[src/core/port_six_pkg.sv]
// Purpose: shared constants for the six-pin port with serial pin sharing
// Assumes: 16-bit register address, 8-bit register data
// Notes: pin indices name the shared function on each pin
package port_six_pkg;
    localparam int ADDR_W = 16;
    localparam int DATA_W = 8;
    localparam int PIN_COUNT = 6;

    localparam logic [15:0] DIR_OFFSET = 16'hFFD0;
    localparam logic [15:0] LATCH_OFFSET = 16'hFFD2;

    localparam logic [7:0] DIR_RESET = 8'hC0;
    localparam logic [7:0] LATCH_RESET = 8'hC0;
    localparam logic [7:0] RESERVED_ONES = 8'hC0;
    localparam logic [7:0] DIR_READ_VALUE = 8'hFF;
    localparam logic [7:0] UNMAPPED_READ = 8'h00;
    localparam logic [5:0] PIN_RESET = 6'h00;
    localparam logic [5:0] LEVEL_RESET = 6'h3F;

    localparam int PIN_TX_ZERO = 0;
    localparam int PIN_TX_ONE = 1;
    localparam int PIN_RX_ZERO = 2;
    localparam int PIN_RX_ONE = 3;
    localparam int PIN_SCK_ZERO = 4;
    localparam int PIN_SCK_ONE = 5;

    localparam int CH_ZERO = 0;
    localparam int CH_ONE = 1;

    typedef enum logic [1:0] {
        FUNC_PORT,
        FUNC_SERIAL_IN,
        FUNC_SERIAL_OUT
    } pin_func_type;
endpackage

[src/core/port_six_serial_mux.sv]
// Purpose: six-pin general port whose pins are shared with two serial channels
// Assumes: serial control bits and standby levels come from logic on i_mclk
// Notes: pin drivers are registered, so a change reaches the pins one cycle later
//
// The plain strobed port and the address map are this design's own decisions.
`timescale 1ns/100ps
module port_six_serial_mux
    import port_six_pkg::*;
(
    input wire logic i_mclk,
    input wire logic i_rst_n,
    input wire logic [ADDR_W-1:0] i_addr,
    input wire logic [DATA_W-1:0] i_wdata,
    input wire logic i_wr,
    input wire logic i_rd,
    output logic [DATA_W-1:0] o_rdata,
    input wire logic i_sw_standby,
    input wire logic i_hw_standby,
    input wire logic [1:0] i_clk_sel_low,
    input wire logic [1:0] i_clk_sel_high,
    input wire logic [1:0] i_sync_mode,
    input wire logic [1:0] i_rx_on,
    input wire logic [1:0] i_tx_on,
    input wire logic i_smartcard_sel,
    input wire logic [1:0] i_serial_clk_out,
    input wire logic i_tx_line_zero,
    input wire logic i_tx_line_one,
    input wire logic i_tx_drive_zero,
    output logic o_serial_clk_pin_zero,
    output logic o_serial_clk_pin_one,
    output logic o_rx_line_zero,
    output logic o_rx_line_one,
    output logic o_ext_interrupt_four,
    output logic o_ext_interrupt_five,
    input wire logic [PIN_COUNT-1:0] i_pin_in,
    output logic [PIN_COUNT-1:0] o_pin_out,
    output logic [PIN_COUNT-1:0] o_pin_oe
);
    logic [DATA_W-1:0] dir_reg;
    logic [DATA_W-1:0] latch_reg;
    logic [DATA_W-1:0] rdata_next;
    logic [PIN_COUNT-1:0] pin_level;
    logic [PIN_COUNT-1:0] out_next;
    logic [PIN_COUNT-1:0] oe_next;
    pin_func_type func [PIN_COUNT];

    function automatic logic hit_dir(input logic [ADDR_W-1:0] addr);
        return addr == DIR_OFFSET;
    endfunction

    function automatic logic hit_latch(input logic [ADDR_W-1:0] addr);
        return addr == LATCH_OFFSET;
    endfunction

    // clock pin choice shared by both channels
    function automatic pin_func_type clk_pin_func(input logic hi, input logic sync, input logic lo);
        if (hi) begin
            return FUNC_SERIAL_IN;
        end else if (sync || lo) begin
            return FUNC_SERIAL_OUT;
        end else begin
            return FUNC_PORT;
        end
    endfunction

    pin_level_sync u_sync (
        .i_mclk(i_mclk),
        .i_rst_n(i_rst_n),
        .i_async(i_pin_in),
        .o_level(pin_level)
    );

    always_ff @(posedge i_mclk or negedge i_rst_n) begin
        if (!i_rst_n) begin
            dir_reg <= DIR_RESET;
        end else if (i_hw_standby) begin
            dir_reg <= DIR_RESET;
        end else if (i_wr && hit_dir(i_addr)) begin
            dir_reg <= i_wdata | RESERVED_ONES;
        end
    end

    // latch store, reserved bits stay one
    always_ff @(posedge i_mclk or negedge i_rst_n) begin
        if (!i_rst_n) begin
            latch_reg <= LATCH_RESET;
        end else if (i_hw_standby) begin
            latch_reg <= LATCH_RESET;
        end else if (i_wr && hit_latch(i_addr)) begin
            latch_reg <= i_wdata | RESERVED_ONES;
        end
    end

    always_comb begin
        if (hit_dir(i_addr)) begin
            rdata_next = DIR_READ_VALUE;
        end else if (hit_latch(i_addr)) begin
            rdata_next = RESERVED_ONES;
            rdata_next[PIN_COUNT-1:0] = (dir_reg[PIN_COUNT-1:0] & latch_reg[PIN_COUNT-1:0])
                | (~dir_reg[PIN_COUNT-1:0] & pin_level);
        end else begin
            rdata_next = UNMAPPED_READ;
        end
    end

    // data only valid in the cycle after the strobe
    always_ff @(posedge i_mclk or negedge i_rst_n) begin
        if (!i_rst_n) begin
            o_rdata <= UNMAPPED_READ;
        end else if (i_rd) begin
            o_rdata <= rdata_next;
        end else begin
            o_rdata <= UNMAPPED_READ;
        end
    end

    // the sync-mode and smart card mode inputs take part in selection
    always_comb begin
        func[PIN_SCK_ONE] = clk_pin_func(i_clk_sel_high[CH_ONE], i_sync_mode[CH_ONE], i_clk_sel_low[CH_ONE]);
        func[PIN_SCK_ZERO] = clk_pin_func(i_clk_sel_high[CH_ZERO], i_sync_mode[CH_ZERO],
            i_clk_sel_low[CH_ZERO]);
        func[PIN_RX_ONE] = i_rx_on[CH_ONE] ? FUNC_SERIAL_IN : FUNC_PORT;
        func[PIN_RX_ZERO] = (i_smartcard_sel || i_rx_on[CH_ZERO]) ? FUNC_SERIAL_IN : FUNC_PORT;
        func[PIN_TX_ONE] = i_tx_on[CH_ONE] ? FUNC_SERIAL_OUT : FUNC_PORT;
        func[PIN_TX_ZERO] = (i_smartcard_sel || i_tx_on[CH_ZERO]) ? FUNC_SERIAL_OUT : FUNC_PORT;
    end

    always_comb begin
        for (int i = 0; i < PIN_COUNT; i++) begin
            case (func[i])
                FUNC_SERIAL_IN: begin
                    out_next[i] = 1'b0;
                    oe_next[i] = 1'b0;
                end
                FUNC_SERIAL_OUT: begin
                    out_next[i] = 1'b0;
                    oe_next[i] = 1'b1;
                end
                default: begin
                    out_next[i] = latch_reg[i];
                    oe_next[i] = dir_reg[i];
                end
            endcase
        end
        out_next[PIN_SCK_ONE] = (func[PIN_SCK_ONE] == FUNC_SERIAL_OUT) ? i_serial_clk_out[CH_ONE]
            : out_next[PIN_SCK_ONE];
        out_next[PIN_SCK_ZERO] = (func[PIN_SCK_ZERO] == FUNC_SERIAL_OUT) ? i_serial_clk_out[CH_ZERO]
            : out_next[PIN_SCK_ZERO];
        out_next[PIN_TX_ONE] = (func[PIN_TX_ONE] == FUNC_SERIAL_OUT) ? i_tx_line_one : out_next[PIN_TX_ONE];
        out_next[PIN_TX_ZERO] = (func[PIN_TX_ZERO] == FUNC_SERIAL_OUT) ? i_tx_line_zero : out_next[PIN_TX_ZERO];
        // smart card transmit released when channel asks
        if (i_smartcard_sel) begin
            oe_next[PIN_TX_ZERO] = i_tx_drive_zero;
        end
    end

    // drivers frozen in software standby; hardware standby floats all
    always_ff @(posedge i_mclk or negedge i_rst_n) begin
        if (!i_rst_n) begin
            o_pin_out <= PIN_RESET;
            o_pin_oe <= PIN_RESET;
        end else if (i_hw_standby) begin
            o_pin_out <= PIN_RESET;
            o_pin_oe <= PIN_RESET;
        end else if (!i_sw_standby) begin
            o_pin_out <= out_next;
            o_pin_oe <= oe_next;
        end
    end

    // idle-high receive and clock lines unless the pin is set as a serial input
    always_ff @(posedge i_mclk or negedge i_rst_n) begin
        if (!i_rst_n) begin
            o_rx_line_one <= 1'b1;
            o_rx_line_zero <= 1'b1;
            o_serial_clk_pin_one <= 1'b1;
            o_serial_clk_pin_zero <= 1'b1;
        end else begin
            o_rx_line_one <= (func[PIN_RX_ONE] == FUNC_SERIAL_IN) ? pin_level[PIN_RX_ONE] : 1'b1;
            o_rx_line_zero <= (func[PIN_RX_ZERO] == FUNC_SERIAL_IN) ? pin_level[PIN_RX_ZERO] : 1'b1;
            o_serial_clk_pin_one <= (func[PIN_SCK_ONE] == FUNC_SERIAL_IN) ? pin_level[PIN_SCK_ONE] : 1'b1;
            o_serial_clk_pin_zero <= (func[PIN_SCK_ZERO] == FUNC_SERIAL_IN) ? pin_level[PIN_SCK_ZERO] : 1'b1;
        end
    end

    // interrupt inputs see the pin whatever its role
    always_ff @(posedge i_mclk or negedge i_rst_n) begin
        if (!i_rst_n) begin
            o_ext_interrupt_five <= 1'b1;
            o_ext_interrupt_four <= 1'b1;
        end else begin
            o_ext_interrupt_five <= pin_level[PIN_SCK_ONE];
            o_ext_interrupt_four <= pin_level[PIN_SCK_ZERO];
        end
    end

    logic port_ok;
    assign port_ok = !i_sw_standby && !i_hw_standby;
endmodule

[src/core/pin_level_sync.sv]
// Purpose: bring the asynchronous pin levels into the clock domain
// Assumes: pins may change at any time
// Notes: a new level is accepted once the second and third stages agree
`timescale 1ns/100ps
module pin_level_sync
    import port_six_pkg::*;
(
    input wire logic i_mclk,
    input wire logic i_rst_n,
    input wire logic [PIN_COUNT-1:0] i_async,
    output logic [PIN_COUNT-1:0] o_level
);
    logic [PIN_COUNT-1:0] stage1_reg;
    logic [PIN_COUNT-1:0] stage2_reg;
    logic [PIN_COUNT-1:0] stage3_reg;

    always_ff @(posedge i_mclk or negedge i_rst_n) begin
        if (!i_rst_n) begin
            stage1_reg <= LEVEL_RESET;
            stage2_reg <= LEVEL_RESET;
            stage3_reg <= LEVEL_RESET;
        end else begin
            stage1_reg <= i_async;
            stage2_reg <= stage1_reg;
            stage3_reg <= stage2_reg;
        end
    end

    // per bit: stage1 feeds only stage2
    always_ff @(posedge i_mclk or negedge i_rst_n) begin
        if (!i_rst_n) begin
            o_level <= LEVEL_RESET;
        end else begin
            for (int i = 0; i < PIN_COUNT; i++) begin
                if (stage2_reg[i] == stage3_reg[i]) begin
                    o_level[i] <= stage3_reg[i];
                end
            end
        end
    end
endmodule

[config.mk]
export PLATFORM = sky130hd
export DESIGN_NAME = port_six_serial_mux
export DESIGN_NICKNAME = d
export VERILOG_FILES = /design/src/core/port_six_pkg.sv /design/src/core/port_six_serial_mux.sv /design/src/core/pin_level_sync.sv
export SDC_FILE = /design/constraint.sdc
export NUM_CORES = 1
export LEC_CHECK = 0
export BUFFER_PORTS_ARGS = -buffer_cell sky130_fd_sc_hd__buf_2
export CAP_MARGIN = 20
export CORE_ASPECT_RATIO = 0.7
export CORE_MARGIN = 3
export CORE_UTILIZATION = 23
export CTS_BUF_LIST = sky130_fd_sc_hd__clkbuf_8 sky130_fd_sc_hd__clkbuf_16
export DETAILED_ROUTE_END_ITERATION = 16
export MAX_ROUTING_LAYER = met4
export PLACE_DENSITY_LB_ADDON = 0.05
export REMOVE_ABC_BUFFERS = 1
export SLEW_MARGIN = 20
export SYNTH_ARGS = -nofsm -noshare
export SYNTH_HDL_FRONTEND = slang
export SYNTH_SLANG_ARGS = --single-unit
[constraint.sdc]
create_clock -name i_mclk -period 1.3 [get_ports i_mclk]
set_input_delay 0.065 -clock i_mclk [delete_from_list [all_inputs] [get_ports i_mclk]]
set_output_delay 0.065 -clock i_mclk [all_outputs]
set_load 0.005 [all_outputs]
## Word-level counts from Yosys, hierarchy flattened

Cells that the tools add are included.

| storage, ports and cells | value |
|---|---|
| flip-flop bits (word level) | 62 |
| input bits | 52 |
| word-level logic and storage cells | 95 |
| output and inout bits | 26 |

| operators by class | value |
|---|---|
| reductions and logical operators | 10 |
| bitwise gates (word level) | 4 |
| equality and inequality tests | 21 |
| muxes and demuxes | 40 |

Operators by type and width:

| operator | number |
|---|---|
| two-way mux 6 bit | 8 |
| equality test 16 bit (second input constant) | 2 |
| two-way mux 8 bit | 3 |
| two-way mux 1 bit | 17 |
| AND 6 bit | 2 |
| two-way mux 2 bit | 6 |
| one-hot mux 1 bit (2 select lines) | 6 |
| equality test 2 x 1 -> 1 bit (second input constant) | 4 |
| equality test 2 bit (second input constant) | 4 |
| equality test 1 bit | 6 |
| NOT 6 bit | 1 |
| OR 6 bit | 1 |
| equality test 1 x 2 -> 1 bit (second input constant) | 2 |
| logical OR 1 bit | 4 |
| nonzero test 2 bit | 2 |
| OR reduction 2 bit | 2 |
| equality test 1 bit (second input constant) | 2 |
| logical AND 1 bit | 2 |
| != test 2 x 1 -> 1 bit (second input constant) | 1 |

## Depth between registers and ports, before layout

| logic depth | value |
|---|---|
| depth in word-level cells | 8 |
| mapped depth | 5 |
| gate-level depth less buffers | 4 |

## Hierarchy

A second synthesis with hierarchy kept.

| second synthesis, totals | value |
|---|---|
| cell total of the unflattened synthesis | 189 |
| area, all modules | 2367.3 um2 |

Modules (own cells, without submodules):

| module | cells an instance | area an instance (um2) | instances |
|---|---|---|---|
| port_six_serial_mux | 159 | 1669.1 | 1 |
| pin_level_sync | 30 | 698.2 | 1 |

## Worst setup path before layout

Ideal clock, no wire load.

| path | value |
|---|---|
| path kind | input to register |
| start | input i_addr[3] |
| end | register dir_reg[0] |
| path slack | -44 ps |
| setup time | 136 ps |
| arrival | 1208 ps |
| stages | 4 |
| cell sequence | or4b_1 or4_4 o21ai_1 a21oi_1 |

| on the way | value |
|---|---|
| longest elaborated chain between the ends | 3 |

Ends and longest elaborated chain:

| element | line | text |
|---|---|---|
| from (decl) | port_six_serial_mux.sv:12 | `input wire logic [ADDR_W-1:0] i_addr,` |
| equality test 16 bit | port_six_serial_mux.sv:48 | `return addr == DIR_OFFSET;` |
| logical AND 1 bit | port_six_serial_mux.sv:78 | `end else if (i_wr && hit_dir(i_addr)) begin` |
| nonzero test 2 bit (no source line) | n/a |  |
| to (signal assigned) | port_six_serial_mux.sv:79 | `dir_reg <= i_wdata \| RESERVED_ONES;` |
| to (decl) | port_six_serial_mux.sv:39 | `logic [DATA_W-1:0] dir_reg;` |

Every way passes these cells.
A chain may end at the register's enable or synchronous reset.

## Final worst setup path

| path | value |
|---|---|
| start | input i_addr[3] |
| end | register dir_reg[1] |

Same word-level chain as after synthesis.

==> flow_metrics.env <==
export IMPL_status="completed"
export IMPL_hold_depth=3
export IMPL_slew_violations=0
export IMPL_drc=0
export IMPL_io_buffers=75
export IMPL_num_rows=30
export IMPL_slew_headroom_pct=64.5
export IMPL_synth_area_per_cell_sq_um=12.5
export IMPL_grt_pass1_wl_um=10100
export IMPL_min_from="i_wdata[1]"
export IMPL_cts_sinks=61
export IMPL_r2r_start="latch_reg[0]"
export IMPL_synthCells=189
export IMPL_grt_max_degree=62
export IMPL_clock_latency_ps=320
export IMPL_cts_buffers=9
export IMPL_gp_congestion=0.757
export IMPL_grt_pass1_vias=1911
export IMPL_fmax_mhz=828
export IMPL_post_route_min_period_ps=1210
export IMPL_path_max_fanout=6
export IMPL_grt_antenna_before_repair=1
export IMPL_cts_hold_buf=12
export IMPL_ys_ff_latch=61
export IMPL_fin_worst_skew_ps=4.99
export IMPL_crit_family="simple AND/OR/NAND/NOR gates"
export IMPL_cpPeakStageDelay_ps=510
export IMPL_layout_worst_path_cycle_share_pct=92.9
export IMPL_p_leak_nw=1.52
export IMPL_root_buffer="clkbuf_16"
export IMPL_cap_violations=0
export IMPL_ys_seq_area_share_pct=66.3
export IMPL_cts_tree="yes"
export IMPL_r2r_end="o_pin_out[0]"
export IMPL_via_count=1813
export IMPL_crit_path_cell_trace="buf_2 -> or4b_1 -> or4_4 -> o21ai_1 -> a21oi_1"
export IMPL_syn_cell_area_sq_um=2360
export IMPL_h_tree_depth=3
export IMPL_wl_per_cell_um=14.5
export IMPL_worstMarginPinSlew_ps=533
export IMPL_drive_gt1_share_pct=46.8
export IMPL_clock_path_buffers=2
export IMPL_hp_class="in -> reg"
export IMPL_grt_ovfl_total=0
export IMPL_detail_route_antenna_nets=0
export IMPL_synth_simple_area_share_pct=16.2
export IMPL_syn_to_final_growth_pct=43.7
export IMPL_synth_top_family_by_area="simple AND/OR/NAND/NOR gates"
export IMPL_start_util_pct=24.0
export IMPL_crit_path_top_delay_cell="or4b_1"
export IMPL_required_ps=1480
export IMPL_drt_initial_drc_count=109
export IMPL_synthXorXnorAreaFrac_pct=0
export IMPL_top_register="o_rdata"
export IMPL_tns_ps=0
export IMPL_synth_compound_area_share_pct=8.70
export IMPL_rsz0062_at_grt="no"
export IMPL_critical_path_depth=5
export IMPL_cts_resized=0
export IMPL_total_power_mw=4.81
export IMPL_die_w_um=127
export IMPL_largest_register_ffs=7
export IMPL_setup_viol=0
export IMPL_grt_usage_pct=11.8
export IMPL_critPathLaunchType="input port"
export IMPL_postRouteWirelength_um=6160
export IMPL_yosysUniqueCellTypes=32
export IMPL_boundaryPins=78
export IMPL_viasPerCell=4.27
export IMPL_crit_buf_inv=1
export IMPL_worstPathArrival_ps=1390
export IMPL_postCtsSetupBuffers=0
export IMPL_holdWs_ps=12.6
export IMPL_synth_adder_area_share_pct=2.55
export IMPL_ys_warn_count=0
export IMPL_end_kind="register"
export IMPL_core_sq_um=9830
export IMPL_die_area_sq_um=11500
export IMPL_nFillCells=1026
export IMPL_muxShareOfSynthArea_pct=4.72
export IMPL_power_density_nw_per_um2=1420
export IMPL_ir_drop_uv=488
export IMPL_worstSetupPathType="in -> reg"
export IMPL_nets=342
export IMPL_worst_hold_path_endpoint="latch_reg[1]"
export IMPL_hold_viol=0
export IMPL_reg2reg_depth=3
export IMPL_rrSetupSlack_ps=290
export IMPL_hpwl_um=4280
export IMPL_fp_dieH_um=90.7
export IMPL_first_pass_iters=4
export IMPL_seq_area_sq_um=1560
export IMPL_cts_clk_slew_worst_paths_ps=50
export IMPL_multi_input_area_sq_um=758
==> report_power, final <==
part           total, mW  internal, mW  switching, mW
Clock               2.43          1.63          0.800
Combinational      0.320         0.160          0.160
Sequential          2.06          2.03         0.0364
Total               4.81          3.81          0.997
==> synth_stat cells, drive strengths merged <==
| master | count | area share [%] |
|---|---|---|
| or4b | 1 | 0.42 |
| a21oi | 29 | 6.2 |
| mux2i | 10 | 4.2 |
| nor3 | 6 | 1.3 |
| clkbuf | 5 | 0.80 |
| nor4 | 2 | 1.4 |
| nand4b | 8 | 3.0 |
| or3 | 2 | 0.53 |
| or2 | 1 | 0.27 |
| nor3b | 2 | 0.64 |
| nand4 | 1 | 0.27 |
| or4 | 2 | 0.95 |
| inv | 2 | 0.32 |
| nand3 | 6 | 1.3 |
| nand2 | 6 | 1.1 |
| o21ai | 12 | 2.5 |
| or3b | 1 | 0.37 |
| maj3 | 6 | 2.5 |
| nor2 | 15 | 2.4 |
| mux2 | 1 | 0.48 |
| and2 | 1 | 0.27 |
| nor2b | 1 | 0.27 |
| dfrtp | 31 | 33 |
| dfstp | 30 | 33 |
| buf | 2 | 0.48 |
| nand3b | 2 | 0.64 |
| nand2b | 4 | 1.2 |
==> worst max path at each step <==
stage,startpoint,slack (ps),endpoint
after floorplan,i_addr[3],-30,dir_reg[0]
after global placement,i_addr[3],-230,dir_reg[4]
after detailed placement,i_addr[3],-240,dir_reg[3]
after CTS,i_addr[3],110,dir_reg[1]
after global routing,i_addr[5],30,latch_reg[0]
final,i_addr[3],90,dir_reg[1]
==> kinds of logic after synthesis <==
logic type,count (synthesis)
AOI/OAI and AO/OA,41
adders and majority gates,6
buffers and inverters,9
DFF,61
muxes,11
and+or+nand+nor,61
==> cell type report <==
cell class                 instances  share of cell area [%]
sequential                        61                    46.1
multi-input combinational        119                    22.4
timing repair buffer              97                    17.2
clock buffer                      12                    7.86
tap                              128                    4.72
clock inverter                     4                    1.37
inverter                           2                   0.221
antenna                            2                   0.148
==> through the flow <==
stage	setup slack (ps)	utilization [%]	area [sq um]	instances
detailed placement	-237	30.0	2950	395
global placement	-229	30.0	2950	395
floorplan	-31.0	-	2330	182
global route	30.3	34.5	3390	424
finish	91.9	34.5	3390	425
CTS	112	34.4	3390	423
==> cells in the final DEF (no fill, tap or decap), drive strengths merged, types with 3 or more instances in the layout <==
master / instances
dfrtp: 31
maj3: 6
mux2i: 10
nor2: 15
o21ai: 12
a21oi: 29
nand2: 6
nand2b: 4
nand3: 6
inv: 3
dlygate4sd3: 12
clkbuf: 12
buf: 85
nand4b: 8
dfstp: 30
nor3: 6
==> routing by layer <==
metal / share of wire (%) / global-route usage [%] / routed length (um) / up-vias
li1: - / - / - / 885
met1: 50 / 15.7 / 3080 / 855
met2: 40 / 15.5 / 2490 / 62
met3: 7.9 / 5.26 / 485 / 11
met4: 1.6 / 4.82 / 99 / 0
met5: 0 / - / 0 / -
==> tightest hold or removal path, stage by stage <==
cell and delay, ps:
buf_2 100, nand3_1 60, a21oi_1 60
No activity file was read; power rests on OpenSTA's default activity.
